[config.mk]
export PLATFORM = sky130hd
export DESIGN_NAME = mxp_paging
export DESIGN_NICKNAME = d
export VERILOG_FILES = /design/src/mxp_pkg.sv /design/src/mxp_paging.sv
export SDC_FILE = /design/constraint.sdc
export NUM_CORES = 1
export LEC_CHECK = 0
export BUFFER_PORTS_ARGS = -buffer_cell sky130_fd_sc_hd__buf_4
export CAP_MARGIN = 10
export CELL_PAD_IN_SITES_DETAIL_PLACEMENT = 1
export CELL_PAD_IN_SITES_GLOBAL_PLACEMENT = 2
export CORE_MARGIN = 2
export CORE_UTILIZATION = 30
export CTS_BUF_LIST = sky130_fd_sc_hd__clkbuf_2 sky130_fd_sc_hd__clkbuf_4 sky130_fd_sc_hd__clkbuf_8
export CTS_CLUSTER_DIAMETER = 30
export CTS_CLUSTER_SIZE = 30
export DETAILED_ROUTE_END_ITERATION = 12
export PLACE_DENSITY_LB_ADDON = 0.1
export SLEW_MARGIN = 5
export SYNTH_ARGS = -nofsm -noshare
export SYNTH_HDL_FRONTEND = slang
export SYNTH_SLANG_ARGS = --single-unit
[constraint.sdc]
create_clock -name pclk -period 9.6 [get_ports pclk]
set_input_delay 0.48 -clock pclk [delete_from_list [all_inputs] [get_ports pclk]]
set_output_delay 0.48 -clock pclk [all_outputs]
set_load 0.01 [all_outputs]
[src/mxp_pkg.sv]
// package: constants and types of the memory paging block
package mxp_pkg;

    // ------------------------------------------------------------
    // register byte offsets
    // ------------------------------------------------------------
    localparam logic [7:0] MXP_OFF_SEL_DATA  = 8'h00;
    localparam logic [7:0] MXP_OFF_EXP_DATA  = 8'h04;
    localparam logic [7:0] MXP_OFF_SEL_DIR   = 8'h08;
    localparam logic [7:0] MXP_OFF_EXP_DIR   = 8'h0C;
    localparam logic [7:0] MXP_OFF_PROG_PAGE = 8'h10;
    localparam logic [7:0] MXP_OFF_XTRA_PAGE = 8'h14;
    localparam logic [7:0] MXP_OFF_WIN_EN    = 8'h18;
    localparam logic [7:0] MXP_OFF_PIN_ASGN  = 8'h1C;
    localparam logic [7:0] MXP_OFF_SEL_EN    = 8'h20;
    localparam logic [7:0] MXP_OFF_STRETCH   = 8'h24;
    localparam logic [7:0] MXP_OFF_MISC      = 8'h28;
    localparam logic [7:0] MXP_OFF_DATA_PAGE = 8'h34;

    // ------------------------------------------------------------
    // field positions
    // ------------------------------------------------------------
    localparam int MXP_WIN_DATA_BIT  = 7;
    localparam int MXP_WIN_PROG_BIT  = 6;
    localparam int MXP_WIN_XTRA_BIT  = 5;
    localparam int MXP_MISC_LOC_BIT  = 0;
    localparam int MXP_MISC_STR_BIT  = 1;
    localparam int MXP_MISC_VIS_BIT  = 2;
    localparam int MXP_MISC_NCK_BIT  = 3;
    localparam int MXP_MISC_PUP_BIT  = 4;
    localparam int MXP_MISC_SGL_BIT  = 5;
    localparam int MXP_MISC_FLW_BIT  = 6;
    localparam int MXP_CS_THREE      = 6;

    // ------------------------------------------------------------
    // reset values and sizes
    // ------------------------------------------------------------
    localparam logic [7:0]  MXP_RST_BYTE    = 8'h00;
    localparam logic [13:0] MXP_RST_STRETCH = 14'h0000;
    localparam int          MXP_NUM_CS      = 7;
    localparam int          MXP_NUM_EXT     = 6;
    localparam int          MXP_E_DIV       = 4;

    // cpu access on the internal address side
    typedef struct packed {
        logic        valid;
        logic [15:0] addr;
    } mxp_access_t;

    // paged call / return load of the program page
    typedef struct packed {
        logic       load;
        logic [7:0] page;
    } mxp_page_load_t;

endpackage

[src/mxp_paging.sv]
// memory expansion paging, port override and chip-select stretch logic
//
// What this block does
// - data window maps data page onto addr 19..12
// - data window drives bits 20,21 high
// - program window maps program page onto 21..14
// - extra window maps page onto 17..10, 21..18 high
// - each page register picks one of 256 pages
// - window enable bits gate their page register
// - assign bit makes pin address output, else gpio
// - single-chip mode ignores pin assignment bits
// - outside single-chip mode, enabled chip-select overrides port direction and data
// - unclaimed pins are gpio, pulled up as inputs
// - direction bit one means output, zero input
// - each chip-select stretches zero to three cycles
// - clock pin shows stretched, plain or no clock
// - paged call and return load program page
// - all registers readable and writable any time
// - address bits 9..0 always pass unchanged
// - bits 21..16 high outside windows, upper passes through
// - location bit picks first or second kilobyte
`timescale 1ns/1ps

module mxp_paging
    import mxp_pkg::*;
#(
    parameter int E_DIV = MXP_E_DIV
) (
    input  wire logic                   pclk,
    input  wire logic                   presetn,
    input  wire logic                   psel,
    input  wire logic                   penable,
    input  wire logic                   pwrite,
    input  wire logic [7:0]             paddr,
    input  wire logic [31:0]            pwdata,
    output logic [31:0]                 prdata,
    output logic                        pready,
    output logic                        pslverr,
    input  wire mxp_access_t            cpu_access,
    input  wire logic [MXP_NUM_CS-1:0]  cs_hit,
    input  wire mxp_page_load_t         page_call,
    input  wire mxp_page_load_t         page_return,
    output logic [21:0]                 ext_addr,
    output logic                        bus_stretch,
    output logic                        eclk_pin,
    input  wire logic [MXP_NUM_CS-1:0]  select_port_in,
    output logic [MXP_NUM_CS-1:0]       select_port_out,
    output logic [MXP_NUM_CS-1:0]       select_port_oe,
    output logic [MXP_NUM_CS-1:0]       select_port_pullup,
    input  wire logic [MXP_NUM_EXT-1:0] expansion_port_in,
    output logic [MXP_NUM_EXT-1:0]      expansion_port_out,
    output logic [MXP_NUM_EXT-1:0]      expansion_port_oe,
    output logic [MXP_NUM_EXT-1:0]      expansion_port_pullup
);

    // ------------------------------------------------------------
    // register state
    // ------------------------------------------------------------
    logic [7:0]            select_port_data_q;
    logic [7:0]            expansion_port_data_q;
    logic [7:0]            select_port_direction_q;
    logic [7:0]            expansion_port_direction_q;
    logic [7:0]            data_page_select_q;
    logic [7:0]            program_page_select_q;
    logic [7:0]            extra_page_select_q;
    logic [7:0]            window_enables_q;
    logic [7:0]            expansion_pin_assign_q;
    logic [7:0]            select_enable_q;
    logic [13:0]           stretch_q;
    logic [7:0]            misc_q;
    logic [MXP_NUM_CS-1:0] sel_meta_q;
    logic [MXP_NUM_CS-1:0] sel_sync_q;
    logic [MXP_NUM_EXT-1:0] exp_meta_q;
    logic [MXP_NUM_EXT-1:0] exp_sync_q;

    logic        wr_en;
    logic        rd_setup;
    logic [31:0] rd_d;
    logic        hit_d;

    logic data_window_on;
    logic program_window_on;
    logic extra_window_on;
    logic extra_window_location;
    logic single_chip;
    logic select_three_follows_extra;
    logic [MXP_NUM_EXT-1:0] ext_addr_pin_on;

    assign data_window_on             = window_enables_q[MXP_WIN_DATA_BIT];
    assign program_window_on          = window_enables_q[MXP_WIN_PROG_BIT];
    assign extra_window_on            = window_enables_q[MXP_WIN_XTRA_BIT];
    assign extra_window_location      = misc_q[MXP_MISC_LOC_BIT];
    assign single_chip                = misc_q[MXP_MISC_SGL_BIT];
    assign select_three_follows_extra = misc_q[MXP_MISC_FLW_BIT];
    assign ext_addr_pin_on = single_chip ? '0 : expansion_pin_assign_q[MXP_NUM_EXT-1:0];

    // ------------------------------------------------------------
    // apb slave: one setup cycle, one access cycle, never waits
    // ------------------------------------------------------------
    assign rd_setup = psel & ~penable & ~pready;
    assign wr_en    = psel & penable & pready & pwrite;

    always_comb begin
        rd_d  = '0;
        hit_d = 1'b1;
        unique case (paddr)
            MXP_OFF_SEL_DATA: begin
                // inputs read the pin, outputs the driven port value (chip-select level on claimed pins)
                rd_d[MXP_NUM_CS-1:0] = (select_port_oe & select_port_out) | (~select_port_oe & sel_sync_q);
            end
            MXP_OFF_EXP_DATA: begin
                rd_d[MXP_NUM_EXT-1:0] = (expansion_port_oe & expansion_port_out)
                                      | (~expansion_port_oe & exp_sync_q);
            end
            MXP_OFF_SEL_DIR:   rd_d[7:0]  = select_port_direction_q;
            MXP_OFF_EXP_DIR:   rd_d[7:0]  = expansion_port_direction_q;
            MXP_OFF_DATA_PAGE: rd_d[7:0]  = data_page_select_q;
            MXP_OFF_PROG_PAGE: rd_d[7:0]  = program_page_select_q;
            MXP_OFF_XTRA_PAGE: rd_d[7:0]  = extra_page_select_q;
            MXP_OFF_WIN_EN:    rd_d[7:0]  = window_enables_q;
            MXP_OFF_PIN_ASGN:  rd_d[7:0]  = expansion_pin_assign_q;
            MXP_OFF_SEL_EN:    rd_d[7:0]  = select_enable_q;
            MXP_OFF_STRETCH:   rd_d[13:0] = stretch_q;
            MXP_OFF_MISC:      rd_d[7:0]  = misc_q;
            default:           hit_d      = 1'b0;
        endcase
    end

    always_ff @(posedge pclk or negedge presetn) begin
        if (!presetn) begin
            pready  <= 1'b0;
            pslverr <= 1'b0;
            prdata  <= '0;
        end else begin
            pready  <= rd_setup;
            pslverr <= rd_setup & ~hit_d;
            prdata  <= rd_setup ? rd_d : '0;
        end
    end

    // ------------------------------------------------------------
    // register writes, all open at any time
    // ------------------------------------------------------------
    always_ff @(posedge pclk or negedge presetn) begin
        if (!presetn) begin
            select_port_data_q         <= MXP_RST_BYTE;
            expansion_port_data_q      <= MXP_RST_BYTE;
            select_port_direction_q    <= MXP_RST_BYTE;
            expansion_port_direction_q <= MXP_RST_BYTE;
            data_page_select_q         <= MXP_RST_BYTE;
            extra_page_select_q        <= MXP_RST_BYTE;
            window_enables_q           <= MXP_RST_BYTE;
            expansion_pin_assign_q     <= MXP_RST_BYTE;
            select_enable_q            <= MXP_RST_BYTE;
            stretch_q                  <= MXP_RST_STRETCH;
            misc_q                     <= MXP_RST_BYTE;
        end else if (wr_en) begin
            unique case (paddr)
                MXP_OFF_SEL_DATA:  select_port_data_q         <= pwdata[7:0];
                MXP_OFF_EXP_DATA:  expansion_port_data_q      <= pwdata[7:0];
                MXP_OFF_SEL_DIR:   select_port_direction_q    <= pwdata[7:0];
                MXP_OFF_EXP_DIR:   expansion_port_direction_q <= pwdata[7:0];
                MXP_OFF_DATA_PAGE: data_page_select_q         <= pwdata[7:0];
                MXP_OFF_XTRA_PAGE: extra_page_select_q        <= pwdata[7:0];
                MXP_OFF_WIN_EN:    window_enables_q           <= pwdata[7:0];
                MXP_OFF_PIN_ASGN:  expansion_pin_assign_q     <= pwdata[7:0];
                MXP_OFF_SEL_EN:    select_enable_q            <= pwdata[7:0];
                MXP_OFF_STRETCH:   stretch_q                  <= pwdata[13:0];
                MXP_OFF_MISC:      misc_q                     <= pwdata[7:0];
                default: begin
                end
            endcase
        end
    end

    // paged call/return outrank a software write in the same cycle,
    // so the instruction flow never sees a stale page
    always_ff @(posedge pclk or negedge presetn) begin
        if (!presetn) begin
            program_page_select_q <= MXP_RST_BYTE;
        end else if (page_call.load) begin
            program_page_select_q <= page_call.page;
        end else if (page_return.load) begin
            program_page_select_q <= page_return.page;
        end else if (wr_en && paddr == MXP_OFF_PROG_PAGE) begin
            program_page_select_q <= pwdata[7:0];
        end
    end

    // ------------------------------------------------------------
    // pin input synchronisers
    // ------------------------------------------------------------
    always_ff @(posedge pclk or negedge presetn) begin
        if (!presetn) begin
            sel_meta_q <= '0;
            sel_sync_q <= '0;
            exp_meta_q <= '0;
            exp_sync_q <= '0;
        end else begin
            sel_meta_q <= select_port_in;
            sel_sync_q <= sel_meta_q;
            exp_meta_q <= expansion_port_in;
            exp_sync_q <= exp_meta_q;
        end
    end

    // ------------------------------------------------------------
    // address translation
    // ------------------------------------------------------------
    function automatic logic [21:0] mxp_translate(
        input logic [15:0] a,
        input logic        dwin,
        input logic        pwin,
        input logic        xwin,
        input logic [7:0]  dpg,
        input logic [7:0]  ppg,
        input logic [7:0]  xpg
    );
        logic [21:0] t;
        t = {6'h3F, a};
        if (dwin && a[15:12] == 4'h7) begin
            t[21:20] = 2'h3;
            t[19:12] = dpg;
        end else if (pwin && a[15:14] == 2'h2) begin
            t[21:14] = ppg;
        end else if (xwin) begin
            t[21:18] = 4'hF;
            t[17:10] = xpg;
        end
        t[9:0] = a[9:0];
        return t;
    endfunction

    logic [21:0] xlat;
    logic        in_extra;

    assign xlat = mxp_translate(cpu_access.addr, data_window_on, program_window_on, in_extra,
                                data_page_select_q, program_page_select_q, extra_page_select_q);
    assign in_extra = extra_window_on && cpu_access.addr[15:11] == 5'h00
                      && cpu_access.addr[10] == ~extra_window_location;

    always_ff @(posedge pclk or negedge presetn) begin
        if (!presetn) begin
            ext_addr <= {6'h3F, 16'h0000};
        end else if (cpu_access.valid) begin
            ext_addr <= xlat;
        end
    end

    // ------------------------------------------------------------
    // chip-select activity and stretch
    // ------------------------------------------------------------
    logic [MXP_NUM_CS-1:0] cs_act_d;
    logic [MXP_NUM_CS-1:0] cs_act_q;
    logic [1:0]            str_d;
    logic [1:0]            str_cnt_q;

    always_comb begin
        cs_act_d = cs_hit & select_enable_q[MXP_NUM_CS-1:0];
        if (select_three_follows_extra && in_extra) begin
            cs_act_d[MXP_CS_THREE] = select_enable_q[MXP_CS_THREE];
        end
        if (!cpu_access.valid) begin
            cs_act_d = '0;
        end
        str_d = 2'h0;
        for (int i = 0; i < MXP_NUM_CS; i++) begin
            if (cs_act_d[i] && stretch_q[2*i +: 2] > str_d) begin
                str_d = stretch_q[2*i +: 2];
            end
        end
    end

    // ------------------------------------------------------------
    // e-clock divider, stretched and plain
    // ------------------------------------------------------------
    logic [7:0] div_q;
    logic       e_tick;
    logic       eclk_q;
    logic       eclk_str_q;

    assign e_tick = (div_q == 8'(E_DIV - 1));

    always_ff @(posedge pclk or negedge presetn) begin
        if (!presetn) begin
            div_q <= '0;
        end else begin
            div_q <= e_tick ? '0 : div_q + 8'h01;
        end
    end

    always_ff @(posedge pclk or negedge presetn) begin
        if (!presetn) begin
            cs_act_q  <= '0;
            str_cnt_q <= 2'h0;
        end else if (cpu_access.valid && str_cnt_q == 2'h0) begin
            cs_act_q  <= cs_act_d;
            str_cnt_q <= str_d;
        end else if (e_tick && eclk_str_q && eclk_q && str_cnt_q != 2'h0) begin
            // plain clock paces the count: one whole e-cycle per step, not a half
            str_cnt_q <= str_cnt_q - 2'h1;
        end
    end

    always_ff @(posedge pclk or negedge presetn) begin
        if (!presetn) begin
            eclk_q     <= 1'b0;
            eclk_str_q <= 1'b0;
        end else if (e_tick) begin
            eclk_q <= ~eclk_q;
            if (!(eclk_str_q && str_cnt_q != 2'h0)) begin
                eclk_str_q <= ~eclk_str_q;
            end
        end
    end

    always_ff @(posedge pclk or negedge presetn) begin
        if (!presetn) begin
            bus_stretch <= 1'b0;
            eclk_pin    <= 1'b0;
        end else begin
            bus_stretch <= str_cnt_q != 2'h0;
            if (misc_q[MXP_MISC_NCK_BIT]) begin
                eclk_pin <= 1'b0;
            end else if (misc_q[MXP_MISC_STR_BIT] || misc_q[MXP_MISC_VIS_BIT]) begin
                eclk_pin <= eclk_str_q;
            end else begin
                eclk_pin <= eclk_q;
            end
        end
    end

    // ------------------------------------------------------------
    // port pins
    // ------------------------------------------------------------
    logic [MXP_NUM_CS-1:0] cs_claim;

    assign cs_claim = single_chip ? '0 : select_enable_q[MXP_NUM_CS-1:0];

    always_ff @(posedge pclk or negedge presetn) begin
        if (!presetn) begin
            select_port_out       <= '0;
            select_port_oe        <= '0;
            select_port_pullup    <= '0;
            expansion_port_out    <= '0;
            expansion_port_oe     <= '0;
            expansion_port_pullup <= '0;
        end else begin
            for (int i = 0; i < MXP_NUM_CS; i++) begin
                if (cs_claim[i]) begin
                    select_port_out[i] <= ~cs_act_q[i];
                    select_port_oe[i]  <= 1'b1;
                end else begin
                    select_port_out[i] <= select_port_data_q[i];
                    select_port_oe[i]  <= select_port_direction_q[i];
                end
                select_port_pullup[i] <= misc_q[MXP_MISC_PUP_BIT] & ~cs_claim[i]
                                         & ~select_port_direction_q[i];
            end
            for (int i = 0; i < MXP_NUM_EXT; i++) begin
                if (ext_addr_pin_on[i]) begin
                    expansion_port_out[i] <= ext_addr[16+i];
                    expansion_port_oe[i]  <= 1'b1;
                end else begin
                    expansion_port_out[i] <= expansion_port_data_q[i];
                    expansion_port_oe[i]  <= expansion_port_direction_q[i];
                end
                expansion_port_pullup[i] <= misc_q[MXP_MISC_PUP_BIT] & ~ext_addr_pin_on[i]
                                            & ~expansion_port_direction_q[i];
            end
        end
    end

endmodule

==> results.py <==
metrics = {
    "timing": {
        "fin_crit_sh_pct": 73.5,
        "fin_setup_tns_ns": 0,
        "tightest_slew_ns": 1.01,
        "worst_clock_skew_ns": 0.0235,
        "min_period_ns": 7.05,
        "timing.fmax_ghz": 0.142,
        "slew_headroom_pct": 32.9,
        "setup_viol": 0,
        "slew_viol_final": 0,
        "rsz0062_at_grt": "false",
        "hold_viol": 0,
    },
    "cells_and_area": {
        "nNetsFinal": 1118,
        "post_route_cells_drive_above_1_share_pct": 38.3,
        "area_growth_pct": 32.0,
    },
    "clock_network": {
        "ctsRootBufferMaster": "clkbuf_8",
        "cts.clk_slew.worst_paths_ns": 0.05,
        "postCtsSetupBuffers": 0,
        "clkLatencyLatePin_ns": 0.58,
        "cts_made_buffers": 57,
        "cts.sinks": 223,
        "h-tree-depth": 2,
        "cts_buffer_depth": 3,
        "cts_tree": "done",
    },
    "setup_path": {
        "slowest_stage": "buf_4",
        "cp.required_ns": 10.08,
        "r2r_start": "select_enable_q[0]",
        "crit_type": "in -> reg",
        "slowest_delay_ns": 0.43,
        "crit_start": "cpu_access[16]",
        "path_delay_family": "compound AO/OA/AOI/OAI gates",
        "cp_max_fo": 43,
        "cp.arrival_ns": 7.54,
        "crit_buf_inv": 1,
        "cp-end-kind": "flip-flop",
        "cp_common_cell": "ha_1",
        "start_kind": "input pin",
    },
    "power_and_ir_drop": {
        "total_power_mw": 2.51,
        "p_switching_mw": 0.610,
        "ir_drop_uv": 83.7,
        "p_per_area_nw_per_um2": 198,
        "power_frac_seq_pct": 39.5,
        "power_leakage_nw": 6.13,
        "p_int_mw": 1.90,
        "pwr-share-clk_pct": 53.9,
        "comb_power_share_pct": 6.6,
        "switching_share_pct": 24.4,
    },
    "floorplanning": {
        "core-area_um2": 31600,
        "die_height_um": 183,
        "fp.dieW_um": 183,
        "boundaryPins": 197,
        "start_util_pct": 30.5,
        "die_area_um2": 33500,
        "row_count": 65,
    },
    "synth": {
        "synth_warnings": 0,
        "synthCells": 797,
        "synth-edff-count": 0,
        "synth_cell_types": 56,
        "yosys_register_bits": 223,
        "syn_area_um2": 9610,
        "synth_ff_type": "dfrtp_1",
        "async_flop_share_pct": 100,
        "synth.avg_cell_area_um2": 12.1,
        "yosysSeqAreaShare_pct": 58.1,
    },
    "grt": {
        "grt_busiest_layer": "met2",
        "grt_max_degree": 78,
        "grt_pass1_wl_mm": 47.5,
        "use_met3_pct": 3.42,
        "grtUsageTotal_pct": 18.9,
        "use_met2_pct": 30.7,
        "gr-usage-met1_pct": 25.7,
        "antenna_found_initial": 0,
        "grt_overflow_total": 0,
        "grt_pass1_vias": 7641,
    },
    "placement": {
        "place_congestion": 0.816,
        "dp_hpwl_mm": 22.5,
        "numPortBuffers": 160,
    },
    "drt": {
        "wl_per_cell_um": 21.3,
        "first_pass_iters": 4,
        "dr.first_iter.drc_count": 300,
        "vias": 7128,
        "avgViaCountPerCell": 4.89,
        "postRouteAntennaNets": 0,
        "drc": 0,
        "routed_wl_mm": 31.0,
    },
    "status": {
        "status": "finished, final reports clean",
    },
    "min_path": {
        "hold_path_class": "in -> reg",
        "hp-start": "cpu_access[4]",
    },
    "flow_run": {
        "max_cap_violations": 0,
    },
}
[sequential cells by signal, indices dropped and copies added (netlist names), 7 cells and up]
signal and cells:
program_page_select_q 8, extra_page_select_q 8, expansion_pin_assign_q 8, sel_meta_q 7
prdata 14, expansion_port_direction_q 8, sel_sync_q 7, ext_addr 22
misc_q 8, select_port_direction_q 8, select_enable_q 8, window_enables_q 8
stretch_q 14, data_page_select_q 8, div_q 8, select_port_out 7
select_port_oe 7, select_port_pullup 7, cs_act_q 7, select_port_data_q 7
[placed cells by master, fill, tap and decap left out, drive strengths merged, types with 7 or more instances in the layout]
cell / count
a21oi: 34
a22o: 11
a22oi: 13
and3: 8
buf: 164
clkbuf: 77
clkinv: 13
clkinvlp: 9
conb: 18
dfrtp: 217
dlygate4sd3: 14
ha: 11
inv: 22
mux2: 113
mux2i: 27
nand2: 61
nand2b: 16
nand3: 12
nor2: 65
nor2b: 12
nor4: 8
o21ai: 33
or2: 7
xnor2: 7
[metal layers]
layer	vias to the layer above	wire length [um]
li1	3261	-
met1	3620	14100
met2	194	14700
met3	53	1570
met4	0	665
met5	-	0
[final cells by class]
| type | count | area [um2] |
|---|---|---|
| fill | 3443 | 18900 |
| sequential | 223 | 5590 |
| multi-input combinational | 526 | 3780 |
| timing repair buffer | 178 | 1380 |
| clock buffer | 77 | 1020 |
| tap | 402 | 503 |
| clock inverter | 29 | 340 |
| inverter | 21 | 78.8 |
| antenna | 1 | 2.50 |
[worst register-to-register path: cells and delay by family (launching register included)]
family	cells	cell delay (ns)
AOI/OAI and AO/OA	13	2.58
adders and majority gates	7	2.20
DFF	1	0.43
muxes	4	0.94
and+or+nand+nor	6	0.79
[worst paths after layout]
| kind | depth (start not counted) | to | slack [ns] |
|---|---|---|---|
| worst max-delay path | 31 | str_cnt_q[0] | 2.55 |
| worst min-delay path | 2 | ext_addr[4] | 0.14 |
| worst max register to register | 30 | str_cnt_q[0] | 2.56 |
| worst min register to register | 0 | exp_sync_q[1] | 0.34 |
| max in group asynchronous | 3 | pready | 7.70 |
| min in group asynchronous | 2 | select_port_oe[2] | 0.48 |
[power by group through the flow]
stage / clock network, mW / registers (mW) / logic, mW
global placement: 0 / 1.01 / 0.165
finish: 1.35 / 0.990 / 0.166
detailed placement: 0 / 1.01 / 0.166
floorplan: 0 / 1.00 / 0.0688
global route: 1.44 / 0.994 / 0.186
CTS: 1.39 / 0.991 / 0.172
[kinds of logic (layout without fill, tap and decap cells)]
group / after synthesis / count (layout) / share of synthesized area [%]
AND/OR/NAND/NOR: 212 / 212 / 10.8
adder cells (fa/ha/maj): 12 / 12 / 1.54
multiplexers: 140 / 140 / 16.1
buffers and inverters: 65 / 305 / 3.25
flip-flops: 223 / 223 / 58.1
XOR/XNOR: 9 / 9 / 0.820
AO/OA/AOI/OAI: 135 / 135 / 9.39
other: 1 / 19 / 0.0390
[synth_stat cells, types with 4 or more instances]
cell type,instances,share of area (%)
a21oi_1,33,1.7
xnor2_1,7,0.64
nor2b_1,12,0.78
nor2_1,65,2.5
nand2_1,61,2.4
and3_1,8,0.52
a31oi_1,6,0.39
a22o_1,11,1.0
nand3b_1,4,0.31
dfrtp_1,217,56
nand4_1,5,0.33
clkbuf_1,20,0.78
mux2i_1,27,2.8
o22ai_1,6,0.39
mux2_2,113,13
nor4_1,7,0.46
ha_1,11,1.4
a222oi_1,4,0.42
inv_1,21,0.82
nand3_1,12,0.62
nand2b_1,16,1.0
nor3_1,5,0.26
buf_4,18,1.4
o221ai_1,5,0.46
o21ai_0,32,1.7
a221oi_1,5,0.46
dfstp_2,6,1.6
buf_1,5,0.20
a22oi_1,13,1.0
or2_2,7,0.46
[metrics by stage]
stage               hold WS (ns)  cell area (um2)  util, %  setup WS [ns]  cells
global route               0.105            12700     40.2           1.90   1456
global placement           0.333            11200     35.5           2.13   1336
CTS                       0.0918            12700     40.2           2.54   1456
floorplan                  0.184             9680        -           3.23    814
detailed placement         0.336            11200     35.5           1.95   1336
finish                     0.136            12700     40.2           2.55   1457
[what timing repair did]
item / 4_1_cts / 5_1_grt
hold endpoints to repair: 84 / 0
resized for setup: 0 / 0
hold buffers: 14 / 0
Note: power is estimated with default switching activity, not from simulation.
